===== src/hw/sstg_map.svh =====
`ifndef SSTG_MAP_SVH
`define SSTG_MAP_SVH
// Notes on behaviour
// - All timing comes from one master reference at 31,500 per second, twice line rate.
// - Main chain divides the reference by 525 in stages of 7, 5, 5, 3.
// - A divide-by-N stage stays active over N-1 but under N periods, restarts on Nth.
// - Triggers during the active interval are ignored; one output trigger per cycle.
// - Field-rate trigger starts vertical blanking, width set by the vertical blanking timer.
// - Vertical drive starts with vertical blanking and is shorter than it if blanking is two lines or more.
// - A divide-by-two of the master reference gives the 15,750 line rate.
// - Horizontal blanking and drive built like vertical; drive narrower if blanking is two cycles or more.
// - Composite blanking merges both blankings; vertical blanking covers the horizontal pulses.
// - Sync widths are 2.38 us equalizing, 4.76 us horizontal, 27.3 us vertical.
// - Outside the vertical interval only 4.76 us horizontal sync at line rate.
// - Nine lines per field carry sync at twice line rate, in three groups of six.
// - Sync fires only in horizontal blanking, except on every trigger in the interval.
// - The nine-line interval splits into three three-line parts, narrow or wide pulses.
// - Equalizing and vertical sync gates come from chained timers started by field trigger.
// - Gate timers count a divide-by-three of the reference, edges on reference ticks.
// - Active equalizing or vertical gate selects the narrow or wide sync width.
// - Line blanking and the front porch delay start on one edge; porch end fires sync.
// - Front porch delay is adjustable and keeps its value once loaded.
// - Reference free-runs at nominal rate and takes a frequency-correction input.
// - Four frequency-reference modes are chosen by a selector.
// - Power-line mode steers the reference to hold field phase against the mains.
// - Crystal mode divides a 94,500 per second crystal by three.
// - External mode takes the reference from an external subcarrier-derived standard.
// - Remote mode injects extra counts until local and remote vertical coincide.

`define SSTG_CLK_HZ      100000000
`define SSTG_CLK_NS      10
`define SSTG_REF_HZ      31500
`define SSTG_NCO_STEP    (64'h0000_0000_0000_7b0c * 64'h0000_0001_0000_0000 / 64'h0000_0000_05f5_e100)
`define SSTG_XTAL_DIV    3
`define SSTG_MAIN_N1     7
`define SSTG_MAIN_N2     5
`define SSTG_MAIN_N3     5
`define SSTG_MAIN_N4     3
`define SSTG_LINE_N      2
`define SSTG_VI_N        3
`define SSTG_VI_TRI      2
`define SSTG_EQ_NS       2380
`define SSTG_HS_NS       4760
`define SSTG_VS_NS       27300
`define SSTG_PORCH_NS    1500
`define SSTG_HBL_NS      11100
`define SSTG_HDRV_NS     6300
`define SSTG_EQ_CYC      (`SSTG_EQ_NS / `SSTG_CLK_NS)
`define SSTG_HS_CYC      (`SSTG_HS_NS / `SSTG_CLK_NS)
`define SSTG_VS_CYC      (`SSTG_VS_NS / `SSTG_CLK_NS)
`define SSTG_PORCH_CYC   (`SSTG_PORCH_NS / `SSTG_CLK_NS)
`define SSTG_HBL_CYC     (`SSTG_HBL_NS / `SSTG_CLK_NS)
`define SSTG_HDRV_CYC    (`SSTG_HDRV_NS / `SSTG_CLK_NS)
`define SSTG_VBL_LINES   20
`define SSTG_VDRV_LINES  9
`define SSTG_CORR_LIM    16'h0800
`define SSTG_LOCK_PHASE  22'h00_0000
`define SSTG_MAINS_MAX   22'h3f_ffff

`endif


===== src/hw/sstg_pkg.sv =====
package sstg_pkg;

   typedef enum logic [1:0] {
      SSTG_LINE_LOCK = 2'b00,
      SSTG_CRYSTAL   = 2'b01,
      SSTG_EXTERNAL  = 2'b10,
      SSTG_REMOTE    = 2'b11
   } sstg_mode_type;

   typedef enum logic [1:0] {
      SSTG_VI_IDLE = 2'b00,
      SSTG_VI_PRE  = 2'b01,
      SSTG_VI_VS   = 2'b10,
      SSTG_VI_POST = 2'b11
   } sstg_vi_type;

   typedef logic [15:0] sstg_width_type;

endpackage : sstg_pkg


===== src/hw/sstg_stage_if.sv =====
`timescale 1ns/1ps
interface sstg_stage_if;
   logic trig_in;
   logic active;
   logic trig_out;
   modport stage (input trig_in, output active, output trig_out);
   modport feed  (output trig_in, input active, input trig_out);
endinterface : sstg_stage_if


===== src/hw/sstg_div_stage.sv =====
`timescale 1ns/1ps
module sstg_div_stage #(
   parameter int unsigned N = 5
) (
   // Clock and reset
   input  logic               core_clk,
   input  logic               resetn,
   // Trigger path
   sstg_stage_if.stage        ifc
);
   localparam int unsigned CW = (N > 2) ? $clog2(N) : 1;

   typedef struct packed {
      logic          active;
      logic          tail;
      logic          out;
      logic [CW-1:0] cnt;
   } sstg_div_st_type;

   sstg_div_st_type st_ff;
   sstg_div_st_type nxt_st;

   always_comb begin
      nxt_st     = st_ff;
      nxt_st.out = 1'b0;
      // Tail keeps the interval just past N-1 periods, well short of N
      if (st_ff.tail) begin
         nxt_st.active = 1'b0;
         nxt_st.tail   = 1'b0;
      end else if (ifc.trig_in) begin
         if (!st_ff.active) begin
            nxt_st.active = 1'b1;
            nxt_st.cnt    = '0;
            nxt_st.out    = 1'b1;
         end else if (st_ff.cnt == CW'(N - 2)) begin
            nxt_st.tail = 1'b1;
         end else begin
            nxt_st.cnt = st_ff.cnt + 1'b1;
         end
      end
   end

   always_ff @(posedge core_clk) begin
      if (!resetn) begin
         st_ff <= '0;
      end else begin
         st_ff <= nxt_st;
      end
   end

   assign ifc.active   = st_ff.active;
   assign ifc.trig_out = st_ff.out;
endmodule : sstg_div_stage


===== src/hw/sstg_pulse_timer.sv =====
`timescale 1ns/1ps
module sstg_pulse_timer (
   // Clock and reset
   input  logic                    core_clk,
   input  logic                    resetn,
   // Control
   input  logic                    start,
   input  sstg_pkg::sstg_width_type width,
   // Status
   output logic                    active,
   output logic                    done
);
   typedef struct packed {
      logic                     active;
      logic                     done;
      sstg_pkg::sstg_width_type cnt;
   } sstg_pt_st_type;

   sstg_pt_st_type st_ff;
   sstg_pt_st_type nxt_st;

   always_comb begin
      nxt_st      = st_ff;
      nxt_st.done = 1'b0;
      // Monostable: a start while running is ignored
      if (st_ff.active) begin
         if (st_ff.cnt <= 16'h0001) begin
            nxt_st.active = 1'b0;
            nxt_st.done   = 1'b1;
         end else begin
            nxt_st.cnt = st_ff.cnt - 16'h0001;
         end
      end else if (start) begin
         nxt_st.active = 1'b1;
         nxt_st.cnt    = (width == 16'h0000) ? 16'h0001 : width;
      end
   end

   always_ff @(posedge core_clk) begin
      if (!resetn) begin
         st_ff <= '0;
      end else begin
         st_ff <= nxt_st;
      end
   end

   assign active = st_ff.active;
   assign done   = st_ff.done;
endmodule : sstg_pulse_timer


===== src/hw/sstg_timing_gen.sv =====
`timescale 1ns/1ps
`include "sstg_map.svh"
module sstg_timing_gen #(
   parameter logic [15:0] HBL_CYC    = 16'(`SSTG_HBL_CYC),
   parameter logic [15:0] HDRV_CYC   = 16'(`SSTG_HDRV_CYC),
   parameter logic [9:0]  VBL_LINES  = 10'(`SSTG_VBL_LINES),
   parameter logic [9:0]  VDRV_LINES = 10'(`SSTG_VDRV_LINES),
   parameter logic [21:0] LOCK_PHASE = `SSTG_LOCK_PHASE,
   parameter logic [15:0] CORR_LIM   = `SSTG_CORR_LIM
) (
   // Clock and reset
   input  logic                     core_clk,
   input  logic                     resetn,
   // Frequency reference
   input  sstg_pkg::sstg_mode_type  mode_sel,
   input  logic signed [15:0]       freq_corr,
   input  logic                     xtal_tick,
   input  logic                     ext_ref_tick,
   input  logic                     mains_tick,
   input  logic                     remote_vsync,
   // Front porch setting
   input  sstg_pkg::sstg_width_type porch_set,
   input  logic                     porch_load,
   // Timing outputs
   output logic                     hblank,
   output logic                     hdrive,
   output logic                     vblank,
   output logic                     vdrive,
   output logic                     comp_blank,
   output logic                     comp_sync,
   output logic                     eq_gate,
   output logic                     vs_gate,
   output logic                     field_pulse,
   output logic                     misaligned
);

   ////////////////////////////////////////////////////////////////////////////////
   // State

   typedef struct packed {
      logic [31:0]           acc;
      logic signed [15:0]    loop_corr;
      logic [21:0]           mains_cnt;
      logic [1:0]            xdiv;
      logic                  tick_d;
      sstg_pkg::sstg_vi_type vi;
      logic [1:0]            ph3;
      logic                  tri_n;
      logic [9:0]            vcnt;
      logic                  vbl;
      logic                  vdrv;
      logic [15:0]           porch;
      logic                  misalign;
      logic                  rem_win;
      logic                  loc_win;
      logic                  o_hbl;
      logic                  o_hdrv;
      logic                  o_vbl;
      logic                  o_vdrv;
      logic                  o_cbl;
      logic                  o_csync;
      logic                  o_eq;
      logic                  o_vs;
      logic                  o_field;
   } sstg_core_st_type;

   sstg_core_st_type st_ff;
   sstg_core_st_type nxt_st;

   ////////////////////////////////////////////////////////////////////////////////
   // Helpers

   // Drive stays below blanking for any blanking width of two or more
   function automatic logic [15:0] narrower(input logic [15:0] drv,
                                           input logic [15:0] blk);
      logic [15:0] res;
      res = (drv < blk) ? drv : (blk - 16'h0001);
      if (res == 16'h0000) begin
         res = 16'h0001;
      end
      return res;
   endfunction : narrower

   localparam logic [15:0] HDRV_EFF = narrower(HDRV_CYC, HBL_CYC);
   localparam logic [9:0]  VDRV_EFF = 10'(narrower({6'h00, VDRV_LINES},
                                                   {6'h00, VBL_LINES}));
   localparam logic [31:0] NCO_STEP = 32'(`SSTG_NCO_STEP);

   ////////////////////////////////////////////////////////////////////////////////
   // Master reference

   logic               ref_tick;
   logic               half_tick;
   logic               nco_tick;
   logic signed [15:0] corr;
   logic [31:0]        step;
   logic [32:0]        nco_sum;
   logic               inject;
   logic               field_trig;
   logic               line_trig;

   always_comb begin
      corr = (mode_sel == sstg_pkg::SSTG_LINE_LOCK) ? st_ff.loop_corr : freq_corr;
      step = NCO_STEP + {{16{corr[15]}}, corr};
      nco_sum   = {1'b0, st_ff.acc} + {1'b0, step};
      nco_tick  = nco_sum[32];
      half_tick = !st_ff.acc[31] && nco_sum[31] && !nco_sum[32];
      unique case (mode_sel)
         sstg_pkg::SSTG_CRYSTAL:
            ref_tick = xtal_tick && (st_ff.xdiv == 2'(`SSTG_XTAL_DIV - 1));
         sstg_pkg::SSTG_EXTERNAL:
            ref_tick = ext_ref_tick;
         sstg_pkg::SSTG_LINE_LOCK,
         sstg_pkg::SSTG_REMOTE:
            ref_tick = nco_tick;
      endcase
      // Extra count lands mid-period so it never merges with a real tick
      inject = (mode_sel == sstg_pkg::SSTG_REMOTE) && st_ff.misalign && half_tick;
   end

   ////////////////////////////////////////////////////////////////////////////////
   // Divider chains

   sstg_stage_if st7_if ();
   sstg_stage_if st5a_if ();
   sstg_stage_if st5b_if ();
   sstg_stage_if st3_if ();
   sstg_stage_if st2_if ();

   assign st7_if.trig_in  = st_ff.tick_d | inject;
   assign st5a_if.trig_in = st7_if.trig_out;
   assign st5b_if.trig_in = st5a_if.trig_out;
   assign st3_if.trig_in  = st5b_if.trig_out;
   assign st2_if.trig_in  = ref_tick;
   assign field_trig      = st3_if.trig_out;
   assign line_trig       = st2_if.trig_out;

   sstg_div_stage #(.N(`SSTG_MAIN_N1)) u_div7 (
      .core_clk (core_clk),
      .resetn   (resetn),
      .ifc      (st7_if.stage)
   );

   sstg_div_stage #(.N(`SSTG_MAIN_N2)) u_div5a (
      .core_clk (core_clk),
      .resetn   (resetn),
      .ifc      (st5a_if.stage)
   );

   sstg_div_stage #(.N(`SSTG_MAIN_N3)) u_div5b (
      .core_clk (core_clk),
      .resetn   (resetn),
      .ifc      (st5b_if.stage)
   );

   sstg_div_stage #(.N(`SSTG_MAIN_N4)) u_div3 (
      .core_clk (core_clk),
      .resetn   (resetn),
      .ifc      (st3_if.stage)
   );

   sstg_div_stage #(.N(`SSTG_LINE_N)) u_div2 (
      .core_clk (core_clk),
      .resetn   (resetn),
      .ifc      (st2_if.stage)
   );

   ////////////////////////////////////////////////////////////////////////////////
   // Horizontal pulses, porch and sync

   logic                     hbl_act;
   logic                     hdrv_act;
   logic                     porch_done;
   logic                     sync_start;
   logic                     sync_act;
   sstg_pkg::sstg_width_type sync_w;

   sstg_pulse_timer u_hblank (
      .core_clk (core_clk),
      .resetn   (resetn),
      .start    (line_trig),
      .width    (HBL_CYC),
      .active   (hbl_act),
      .done     ()
   );

   sstg_pulse_timer u_hdrive (
      .core_clk (core_clk),
      .resetn   (resetn),
      .start    (line_trig),
      .width    (HDRV_EFF),
      .active   (hdrv_act),
      .done     ()
   );

   // Porch starts with the same delayed edge that starts line blanking
   sstg_pulse_timer u_porch (
      .core_clk (core_clk),
      .resetn   (resetn),
      .start    (st_ff.tick_d),
      .width    (st_ff.porch),
      .active   (),
      .done     (porch_done)
   );

   always_comb begin
      unique case (st_ff.vi)
         sstg_pkg::SSTG_VI_PRE,
         sstg_pkg::SSTG_VI_POST: sync_w = 16'(`SSTG_EQ_CYC);
         sstg_pkg::SSTG_VI_VS:   sync_w = 16'(`SSTG_VS_CYC);
         sstg_pkg::SSTG_VI_IDLE: sync_w = 16'(`SSTG_HS_CYC);
      endcase
      // Mid-line ticks fall outside blanking and are dropped, except in the nine-line interval
      sync_start = porch_done && (hbl_act || (st_ff.vi != sstg_pkg::SSTG_VI_IDLE));
   end

   sstg_pulse_timer u_sync (
      .core_clk (core_clk),
      .resetn   (resetn),
      .start    (sync_start),
      .width    (sync_w),
      .active   (sync_act),
      .done     ()
   );

   ////////////////////////////////////////////////////////////////////////////////
   // Next state

   logic coincide;

   always_comb begin
      nxt_st        = st_ff;
      nxt_st.acc    = nco_sum[31:0];
      nxt_st.tick_d = ref_tick;

      if (xtal_tick) begin
         nxt_st.xdiv = (st_ff.xdiv == 2'(`SSTG_XTAL_DIV - 1)) ? 2'h0
                                                             : st_ff.xdiv + 2'h1;
      end

      // Power-line phase loop: one step per field, clamped
      if (mains_tick) begin
         nxt_st.mains_cnt = 22'h00_0000;
      end else if (st_ff.mains_cnt != `SSTG_MAINS_MAX) begin
         nxt_st.mains_cnt = st_ff.mains_cnt + 22'h00_0001;
      end
      if (field_trig && (mode_sel == sstg_pkg::SSTG_LINE_LOCK)) begin
         if (st_ff.mains_cnt > LOCK_PHASE) begin
            if (st_ff.loop_corr < signed'(CORR_LIM)) begin
               nxt_st.loop_corr = st_ff.loop_corr + 16'sh0001;
            end
         end else if (st_ff.loop_corr > -signed'(CORR_LIM)) begin
            nxt_st.loop_corr = st_ff.loop_corr - 16'sh0001;
         end
      end

      // Remote vertical alignment
      coincide = (field_trig && (st_ff.rem_win || remote_vsync)) ||
                 (remote_vsync && st_ff.loc_win);
      if (ref_tick) begin
         nxt_st.rem_win = 1'b0;
         nxt_st.loc_win = 1'b0;
      end
      if (remote_vsync) begin
         nxt_st.rem_win = 1'b1;
      end
      if (field_trig) begin
         nxt_st.loc_win = 1'b1;
      end
      if (mode_sel != sstg_pkg::SSTG_REMOTE) begin
         nxt_st.misalign = 1'b0;
      end else if (coincide) begin
         nxt_st.misalign = 1'b0;
      end else if (remote_vsync) begin
         nxt_st.misalign = 1'b1;
      end

      // Vertical blanking and drive in lines
      if (field_trig) begin
         nxt_st.vbl  = 1'b1;
         nxt_st.vdrv = 1'b1;
         nxt_st.vcnt = 10'h000;
      end else if (line_trig && st_ff.vbl) begin
         nxt_st.vcnt = st_ff.vcnt + 10'h001;
         if (st_ff.vcnt + 10'h001 >= VDRV_EFF) begin
            nxt_st.vdrv = 1'b0;
         end
         if (st_ff.vcnt + 10'h001 >= VBL_LINES) begin
            nxt_st.vbl = 1'b0;
         end
      end

      // Nine-line interval: six reference ticks per three-line part
      if (field_trig) begin
         nxt_st.vi    = sstg_pkg::SSTG_VI_PRE;
         nxt_st.ph3   = 2'h0;
         nxt_st.tri_n = 1'b0;
      end else if (ref_tick && (st_ff.vi != sstg_pkg::SSTG_VI_IDLE)) begin
         if (st_ff.ph3 == 2'(`SSTG_VI_N - 1)) begin
            nxt_st.ph3 = 2'h0;
            if (st_ff.tri_n == 1'(`SSTG_VI_TRI - 1)) begin
               nxt_st.tri_n = 1'b0;
               unique case (st_ff.vi)
                  sstg_pkg::SSTG_VI_PRE:  nxt_st.vi = sstg_pkg::SSTG_VI_VS;
                  sstg_pkg::SSTG_VI_VS:   nxt_st.vi = sstg_pkg::SSTG_VI_POST;
                  sstg_pkg::SSTG_VI_POST: nxt_st.vi = sstg_pkg::SSTG_VI_IDLE;
                  sstg_pkg::SSTG_VI_IDLE: nxt_st.vi = sstg_pkg::SSTG_VI_IDLE;
               endcase
            end else begin
               nxt_st.tri_n = st_ff.tri_n + 1'b1;
            end
         end else begin
            nxt_st.ph3 = st_ff.ph3 + 2'h1;
         end
      end

      // Porch value holds until the next load
      if (porch_load) begin
         nxt_st.porch = (porch_set == 16'h0000) ? 16'h0001 : porch_set;
      end

      // Registered outputs
      nxt_st.o_hbl   = hbl_act;
      nxt_st.o_hdrv  = hdrv_act;
      nxt_st.o_vbl   = st_ff.vbl;
      nxt_st.o_vdrv  = st_ff.vdrv;
      nxt_st.o_cbl   = hbl_act || st_ff.vbl;
      nxt_st.o_csync = sync_act;
      nxt_st.o_eq    = (st_ff.vi == sstg_pkg::SSTG_VI_PRE) ||
                       (st_ff.vi == sstg_pkg::SSTG_VI_POST);
      nxt_st.o_vs    = (st_ff.vi == sstg_pkg::SSTG_VI_VS);
      nxt_st.o_field = field_trig;
   end

   ////////////////////////////////////////////////////////////////////////////////
   // Registers

   always_ff @(posedge core_clk) begin
      if (!resetn) begin
         st_ff       <= '0;
         st_ff.porch <= 16'(`SSTG_PORCH_CYC);
         st_ff.vi    <= sstg_pkg::SSTG_VI_IDLE;
      end else begin
         st_ff <= nxt_st;
      end
   end

   assign hblank      = st_ff.o_hbl;
   assign hdrive      = st_ff.o_hdrv;
   assign vblank      = st_ff.o_vbl;
   assign vdrive      = st_ff.o_vdrv;
   assign comp_blank  = st_ff.o_cbl;
   assign comp_sync   = st_ff.o_csync;
   assign eq_gate     = st_ff.o_eq;
   assign vs_gate     = st_ff.o_vs;
   assign field_pulse = st_ff.o_field;
   assign misaligned  = st_ff.misalign;

endmodule : sstg_timing_gen


===== config.mk =====
export PLATFORM = sky130hd
export DESIGN_NAME = sstg_timing_gen
export DESIGN_NICKNAME = d
export VERILOG_FILES = /design/src/hw/sstg_pkg.sv /design/src/hw/sstg_stage_if.sv /design/src/hw/sstg_div_stage.sv /design/src/hw/sstg_pulse_timer.sv /design/src/hw/sstg_timing_gen.sv
export VERILOG_INCLUDE_DIRS = /design/src /design/src/hw
export SDC_FILE = /design/constraint.sdc
export NUM_CORES = 1
export LEC_CHECK = 0
export BUFFER_PORTS_ARGS = -buffer_cell sky130_fd_sc_hd__buf_2
export CAP_MARGIN = 0
export CELL_PAD_IN_SITES_DETAIL_PLACEMENT = 1
export CELL_PAD_IN_SITES_GLOBAL_PLACEMENT = 1
export CORE_MARGIN = 2
export CORE_UTILIZATION = 35
export DETAILED_ROUTE_END_ITERATION = 16
export PLACE_DENSITY = 0.59
export SYNTH_ARGS = -nofsm -noshare
export SYNTH_HDL_FRONTEND = slang
export SYNTH_SLANG_ARGS = --single-unit

===== constraint.sdc =====
create_clock -name core_clk -period 19.7 [get_ports core_clk]
set_clock_uncertainty 0.05 [all_clocks]
set_input_delay 3.94 -clock core_clk [delete_from_list [all_inputs] [get_ports core_clk]]
set_output_delay 3.94 -clock core_clk [all_outputs]
set_load 0.05 [all_outputs]

# ---- Word-level counts from Yosys, hierarchy flattened
# Cells that the tools add are included.
dict set report op_classes {
  addsub 18
  mul 0
  n_div 0
  order_cmp 9
  n_eq_ne 23
  n_shift 0
  n_mux 68
  bitwise_logic 17
  n_reduce_logical 74
}
# cell n
set ops {}
lappend ops {{2-to-1 mux 16 bit} 19}
lappend ops {{less-or-equal comparator 16 x 1 -> 1 bit, second input constant} 4}
lappend ops {{subtractor 16 x 1 -> 16 bit, second input constant} 4}
lappend ops {{logical NOT 16 bit} 3}
lappend ops {{one-hot mux 16 bit (3 select lines)} 1}
lappend ops {{adder 32 x 32 -> 33 bit} 1}
lappend ops {{nonzero test 2 bit} 14}
lappend ops {{2-to-1 mux 1 bit} 27}
lappend ops {{adder 22 x 16 -> 23 bit, first input constant} 1}
lappend ops {{adder 22 x 1 -> 22 bit, second input constant} 1}
lappend ops {{> comparator 22 x 1 -> 1 bit, second input constant} 1}
lappend ops {{2-to-1 mux 2 bit} 11}
lappend ops {{!= test 22 bit, second input constant} 1}
lappend ops {{AND reduction 3 bit} 7}
lappend ops {{OR reduction 2 bit} 10}
lappend ops {{OR reduction 4 bit} 5}
lappend ops {{2-to-1 mux 3 bit} 6}
lappend ops {{!= test 2 bit, second input constant} 9}
lappend ops {{AND reduction 2 bit} 9}
lappend ops {{OR reduction 3 bit} 6}
lappend ops {{adder 16 x 2 -> 16 bit, second input constant} 1}
lappend ops {{> comparator 16 x 12 -> 1 bit, second input constant} 1}
lappend ops {{< comparator 16 x 13 -> 1 bit, second input constant} 1}
lappend ops {{NOT 1 bit} 16}
lappend ops {{other kinds (20)} 50}
dict set report totals {
  register_bits 214
  latch_bits 0
  ram_bits 0
  mem_bits_ro 0
  inputBits 41
  output_inout_bits 10
  wordCells 263
  memories 0
}

# ---- Logic depth before layout (Yosys ltp)
dict set report depth {
  depth_word 10
  ltp_mapped 28
  depth_no_buf 26
}

# ---- By module
# Synthesis repeated with hierarchy kept, for this count alone.
dict set report hier_totals {
  cells_unflattened 1527
  area_unflattened_um2 12713.4
}
# module instances cells_per_inst area_per_inst_um2 seq_area_each_um2
set by_module_without_submodules {}
lappend by_module_without_submodules {sstg_timing_gen 1 822 6920.4 2362.3}
lappend by_module_without_submodules {sstg_pulse_timer 4 149 1172.4 360.3}
lappend by_module_without_submodules {{sstg_div_stage (u_div5a ...)} 2 26 267.8 120.1}
lappend by_module_without_submodules {{sstg_div_stage (u_div7)} 1 28 264.0 120.1}
lappend by_module_without_submodules {{sstg_div_stage (u_div3)} 1 22 209.0 100.1}
lappend by_module_without_submodules {{sstg_div_stage (u_div2)} 1 7 95.1 60.1}

# ---- Worst setup path after synthesis
# OpenSTA, ideal clock, no wires.
dict set report synth_timing {
  path_kind {input to register}
  from {input port mode_sel[0]}
  to {register u_div7.st_ff[2] (netlist name)}
  setup_ns 0.134
  t_arrival_ns 9.513
  required_ns 19.516
  setup_slack_ns 10.003
  path_stages 27
  n_path_buf 3
  cell_sequence {inv_1 ha_1 clkbuf_1 buf_1 clkbuf_1 mux2_2 ha_1 a21o_1 a211oi_1 nor2_1 o21ai_0 xor2_1 o21ai_0 ha_1 and4_1 a31o_2 a21oi_1 a211oi_2 or3_1 a31oi_4 nor3_1 ha_1 and3_1 o21bai_1 a21oi_2 a21oi_1 a211oi_1}
}
dict set report synth_via {
  elab_chain_cells 9
  elab_cells_between_ends 12
  classes_between {2 x add/sub; 1 x eq/ne; 1 x mux; 1 x bitwise; 7 x reduce/logical}
}
# element line
set synth_lines {}
lappend synth_lines {{start, declared} sstg_timing_gen.sv:15} ;# input sstg_pkg::sstg_mode_type mode_sel,
lappend synth_lines {{logical NOT 2 bit} sstg_timing_gen.sv:103} ;# corr = (mode_sel == sstg_pkg::SSTG_LINE_LOCK) ? st_ff.loop_corr : freq_corr;
lappend synth_lines {{2-to-1 mux 16 bit} sstg_timing_gen.sv:103}
lappend synth_lines {{adder 22 x 16 -> 23 bit} sstg_timing_gen.sv:104} ;# step = NCO_STEP + {{16{corr[15]}}, corr};
lappend synth_lines {{adder 32 x 32 -> 33 bit} sstg_timing_gen.sv:105} ;# nco_sum = {1'b0, st_ff.acc} + {1'b0, step};
lappend synth_lines {{logical AND 1 bit or logical NOT 1 bit (tied branches)} sstg_timing_gen.sv:107} ;# half_tick = !st_ff.acc[31] && nco_sum[31] && !nco_sum[32];
lappend synth_lines {{logical AND 1 bit} sstg_timing_gen.sv:107}
lappend synth_lines {{logical AND 1 bit (*)} sstg_timing_gen.sv:118} ;# inject = (mode_sel == sstg_pkg::SSTG_REMOTE) && st_ff.misalign && half_tick;
lappend synth_lines {{OR 1 bit (*)} sstg_timing_gen.sv:130} ;# assign st7_if.trig_in = st_ff.tick_d | inject;
lappend synth_lines {{AND reduction 3 bit (no source line) (*)} -}
lappend synth_lines {{end signal, assigned} sstg_div_stage.sv:47} ;# st_ff <= nxt_st;
lappend synth_lines {{end, declared} sstg_div_stage.sv:20} ;# sstg_div_st_type st_ff;
# Every way passes the cells marked *; elsewhere a longest branch is shown, timed or not.
# A chain may end at the register's enable or synchronous reset.

# ---- Worst setup path after layout
dict set report layout_timing {
  from {input port mode_sel[1]}
  to {register u_div7.st_ff[1] (netlist name)}
}
# The elaborated chain is that of the path after synthesis.

==> qor.txt <==
================================================================================
Result of the run .................................................    completed
Number of top-level design ports ..................................           51
Area fraction of the dominant cell type after synthesis ...........        0.373
Beginning of the worst hold path .................................. u_div2.ifc.active$_SDFFE_PP0N_
Reg clk slew, reported paths ......................................        60 ps
RD Place Congestion ...............................................        0.757
Hold Path Cell Cnt ................................................            1
Initial core utilization ..........................................        0.354
Overall track demand over capacity in global routing ..............        0.167
Proportion of layout cells with a drive suffix above 1 ............       0.0927
Root buffer cell .................................................. sky130_fd_sc_hd__clkbuf_16
Worst hold endpoint ............................................... u_div2.ifc.trig_out$_SDFF_PP0_
Endpoint of the lowest-slack register-to-register path ............ u_div7.st_ff[1]$_SDFFE_PN0P_
Post-layout nets ..................................................        1,521
Number of max-slew violations in the final report .................            0
Die ar. ...........................................................   34,100 um2
Clock latency at the later pin of the worst-skew pair .............       530 ps
Layout area overhead ..............................................        13.8%
Highest net fanout along the worst path ...........................           33
Post-synthesis cell count .........................................        1,377
Number of DRC violations after detailed routing ...................            0
HPWL after detailed placement .....................................    19,900 um
Net count of the mapped netlist ...................................        1,483
Top cells by area, synth .......................................... sky130_fd_sc_hd__dfxtp_1 (37%), sky130_fd_sc_hd__ha_1 (6.9%), sky130_fd_sc_hd__nor2_1 (6.5%)
First-pass iteration count of the detailed router .................            4
Slowest cell on the critical path ................................. sky130_fd_sc_hd__or3_1
Gr ovfl total .....................................................            0
Port buffer count .................................................           50
Depth of the worst register-to-register path ......................           24
Origin of the critical flop-to-flop path .......................... st_ff[71]$_SDFFE_PN0P_
Arrival time at the worst endpoint ................................      9490 ps
Post-synth top area cell .......................................... sky130_fd_sc_hd__dfxtp_1
Most frequent cell on the critical path ........................... sky130_fd_sc_hd__ha_1
Number of warning messages in the yosys log .......................            0
Slew headroom .....................................................        0.337
Total via count in the routed design ..............................        9,704
Part of the cycle the worst path needs ............................        0.462
Setup Total Neg Slack .............................................         0 ps
Worst hold-check path type ........................................      reg2reg
Register-to-register setup slack ..................................    14,530 ps
Number of DRC markers after the initial detailed-route iteration ..          433
Vias in the first global route ....................................        9,685
Worst vdd ir ......................................................      60.5 uV
Maximum clock path buffer count ...................................            3
Leakage component of the power ....................................   0.00514 uW
Most instantiated flip-flop cell in the synthesis netlist ......... sky130_fd_sc_hd__dfxtp_1
Average cell area after synthesis .................................     8.29 um2
Worst setup path category .........................................       in2reg
Share of synthesized registers carrying an async set or reset .....            0
Final Hold Vio Count ..............................................            0
RSZ-0062 raised after global routing ..............................        false
Worst endpoint required time ......................................    20,090 ps
Number of inserted diodes .........................................            0
TritonCTS clock tree ..............................................        built
Reported max-cap violation count ..................................            0
Achievable clock frequency ........................................      110 MHz
Total setup violations reported at the end of the flow ............            0
Share of the yosys chip area belonging to registers ...............        0.373
Number of synthesized register bits ...............................          213
First-pass GRT wire length ........................................    47,700 um
Fin util ..........................................................        0.402
Final ANT Viol Nets ...............................................            0
Floorplan core area ...............................................   32,300 um2
Post-DR vias/cell .................................................         5.17
Number of hold buffers added after cts ............................            0
Post-CTS sizing ...................................................            0
Total Routed Length ...............................................    27,800 um
Overall die width .................................................       185 um
Endpoint class of the critical path ...............................         flop
Pwr/cell area .....................................................  91.8 nW/um2
Worst-Margin Slew .................................................       987 ps
Depth of the CTS H-tree ...........................................            1
Total clock buffers created by CTS ................................           27
Floorplan die height ..............................................       185 um
Fillers ...........................................................        3,862
Num rows ..........................................................           66
Post-route minimum period .........................................      9100 ps
Post-Syn Area .....................................................   11,400 um2
Unique cell type count in the Yosys netlist .......................           72
Number of antenna violations at the first check in global routing .            0
Critical Path Source Type .........................................    input pin
Pin count of the biggest net entering global routing ..............           79
Count of flip-flops with a built-in enable after synthesis ........            0
Worst stage delay on the critical path ............................       450 ps
Post-DR wirelength/cell ...........................................      14.8 um
Total number of clock tree sinks ..................................          213
Buffers inserted by post-CTS timing repair ........................            0
================================================================================
[critical path: cells and delay by family]
family,cells,cell delay (ps)
AO/OA/AOI/OAI,11,2020
XOR/XNOR,1,140
adder cells (fa/ha/maj),4,920
buffers and inverters,4,720
multiplexers,1,380
AND/OR/NAND/NOR,7,1350
[cell usage in the layout, fill, tap and decap left out, drive strengths merged, types with 7 or more instances in the layout]
| cell type | count |
|---|---|
| nand3b | 8 |
| o22ai | 9 |
| o21bai | 7 |
| dfxtp | 213 |
| inv | 65 |
| a211oi | 19 |
| xnor2 | 41 |
| nor3 | 53 |
| a21oi | 114 |
| nand2 | 94 |
| or3 | 18 |
| o211ai | 9 |
| nand3 | 30 |
| mux2i | 42 |
| clkbuf | 38 |
| and4 | 7 |
| nor2 | 199 |
| xor2 | 50 |
| nor3b | 7 |
| o21a | 11 |
| a31oi | 14 |
| a41oi | 8 |
| nand2b | 17 |
| nor4 | 28 |
| and2 | 18 |
| a21o | 16 |
| ha | 63 |
| or4 | 8 |
| o21ai | 60 |
| buf | 57 |
| and3 | 12 |
| nand4 | 19 |
[registers in the layout, indices dropped and copies added (netlist names), 2 cells and up]
register and cells:
st_ff 106, u_sync.st_ff 16, nxt_st 2, u_hdrive.st_ff 16
u_porch.st_ff 16, u_div3.st_ff 3, u_hblank.st_ff 16, u_div5a.st_ff 4
u_div7.st_ff 4, u_div5b.st_ff 4
[metal layers]
layer,routed length [um],vias up,global-route usage
li1,-,4977,-
met4,527,0,0.0390
met5,0,-,0
met3,741,39,0.0223
met2,12600,65,0.279
met1,14000,4623,0.229
[cell usage after synthesis (4+ instances only)]
library cell,count
sky130_fd_sc_hd__nand3b_1,8
sky130_fd_sc_hd__nand4_1,19
sky130_fd_sc_hd__a21o_1,16
sky130_fd_sc_hd__o21ai_0,51
sky130_fd_sc_hd__o21ai_1,9
sky130_fd_sc_hd__o31ai_1,6
sky130_fd_sc_hd__or2_2,4
sky130_fd_sc_hd__clkbuf_1,39
sky130_fd_sc_hd__a31oi_1,13
sky130_fd_sc_hd__inv_1,63
sky130_fd_sc_hd__nand2_1,93
sky130_fd_sc_hd__o21a_1,10
sky130_fd_sc_hd__o22ai_1,9
sky130_fd_sc_hd__xnor2_1,41
sky130_fd_sc_hd__a41oi_1,8
sky130_fd_sc_hd__ha_1,63
sky130_fd_sc_hd__or3_1,18
sky130_fd_sc_hd__mux2i_1,42
sky130_fd_sc_hd__and3_1,12
sky130_fd_sc_hd__a21oi_1,111
sky130_fd_sc_hd__buf_2,6
sky130_fd_sc_hd__o21bai_1,7
sky130_fd_sc_hd__xor2_1,50
sky130_fd_sc_hd__and4_1,7
sky130_fd_sc_hd__nor3_1,53
sky130_fd_sc_hd__dfxtp_1,213
sky130_fd_sc_hd__mux2_2,4
sky130_fd_sc_hd__o221a_2,4
sky130_fd_sc_hd__nor4_1,26
sky130_fd_sc_hd__a211oi_1,18
sky130_fd_sc_hd__and2_1,18
sky130_fd_sc_hd__o211ai_1,9
sky130_fd_sc_hd__nor3b_1,7
sky130_fd_sc_hd__nor2_1,199
sky130_fd_sc_hd__nor2b_1,5
sky130_fd_sc_hd__or4_1,8
sky130_fd_sc_hd__nand2b_1,17
sky130_fd_sc_hd__nand3_1,30
[power by group]
part / internal (uW) / leakage [uW] / switching [uW]
registers: 456 / 0.00173 / 15.4
clock network: 309 / 0.000446 / 189
logic: 91.9 / 0.00296 / 132
total: 857 / 0.00514 / 336
[cell type report]
class	count	area (um2)	area share
Multi-Input combinational cell	1052	6730	0.518
Clock inverter	11	136	0.0105
Sequential cell	213	4260	0.328
Inverter	64	243	0.0187
Tap cell	442	553	0.0426
Clock buffer	38	767	0.0590
Timing Repair Buffer	57	303	0.0233
[stage by stage]
step / setup WS, ps / hold WS [ps] / area, um2 / total power (uW) / cells
6_report: 10600 / 377 / 13000 / 1190 / 1877
5_1_grt: 9920 / 397 / 13000 / 1270 / 1877
4_1_cts: 10590 / 367 / 13000 / 1220 / 1877
3_5_place_dp: 10030 / 367 / 12100 / 705 / 1828
3_3_place_gp: 10150 / 366 / 12100 / 703 / 1828
2_1_floorplan: 10000 / 341 / 11400 / 652 / 1377
[kinds of logic (layout without fill, tap and decap cells)]
kind of cell | Yosys count | after routing | synth area share
and+or+nand+nor | 535 | 535 | 0.227
AOI/OAI and AO/OA | 314 | 314 | 0.178
DFF | 213 | 213 | 0.373
buffers and inverters | 112 | 170 | 0.0378
xor gates and xnor gates | 91 | 91 | 0.0698
adders and majority gates | 65 | 65 | 0.0725
muxes | 46 | 46 | 0.0408
other | 1 | 1 | 0.000328
[worst max-delay path by stage]
stage,startpoint,cells past startpoint,endpoint,slack [ps]
floorplan,mode_sel[0],27,u_div7.st_ff[2]$_SDFFE_PN0P_,10000
global placement,mode_sel[0],28,u_div7.st_ff[2]$_SDFFE_PN0P_,10150
detailed placement,mode_sel[1],28,u_div7.st_ff[2]$_SDFFE_PN0P_,10030
CTS,mode_sel[1],28,u_div7.st_ff[1]$_SDFFE_PN0P_,10590
global route,mode_sel[0],28,u_div7.st_ff[1]$_SDFFE_PN0P_,9920
finish,mode_sel[1],28,u_div7.st_ff[1]$_SDFFE_PN0P_,10600
No activity file was read; power rests on OpenSTA's default activity.
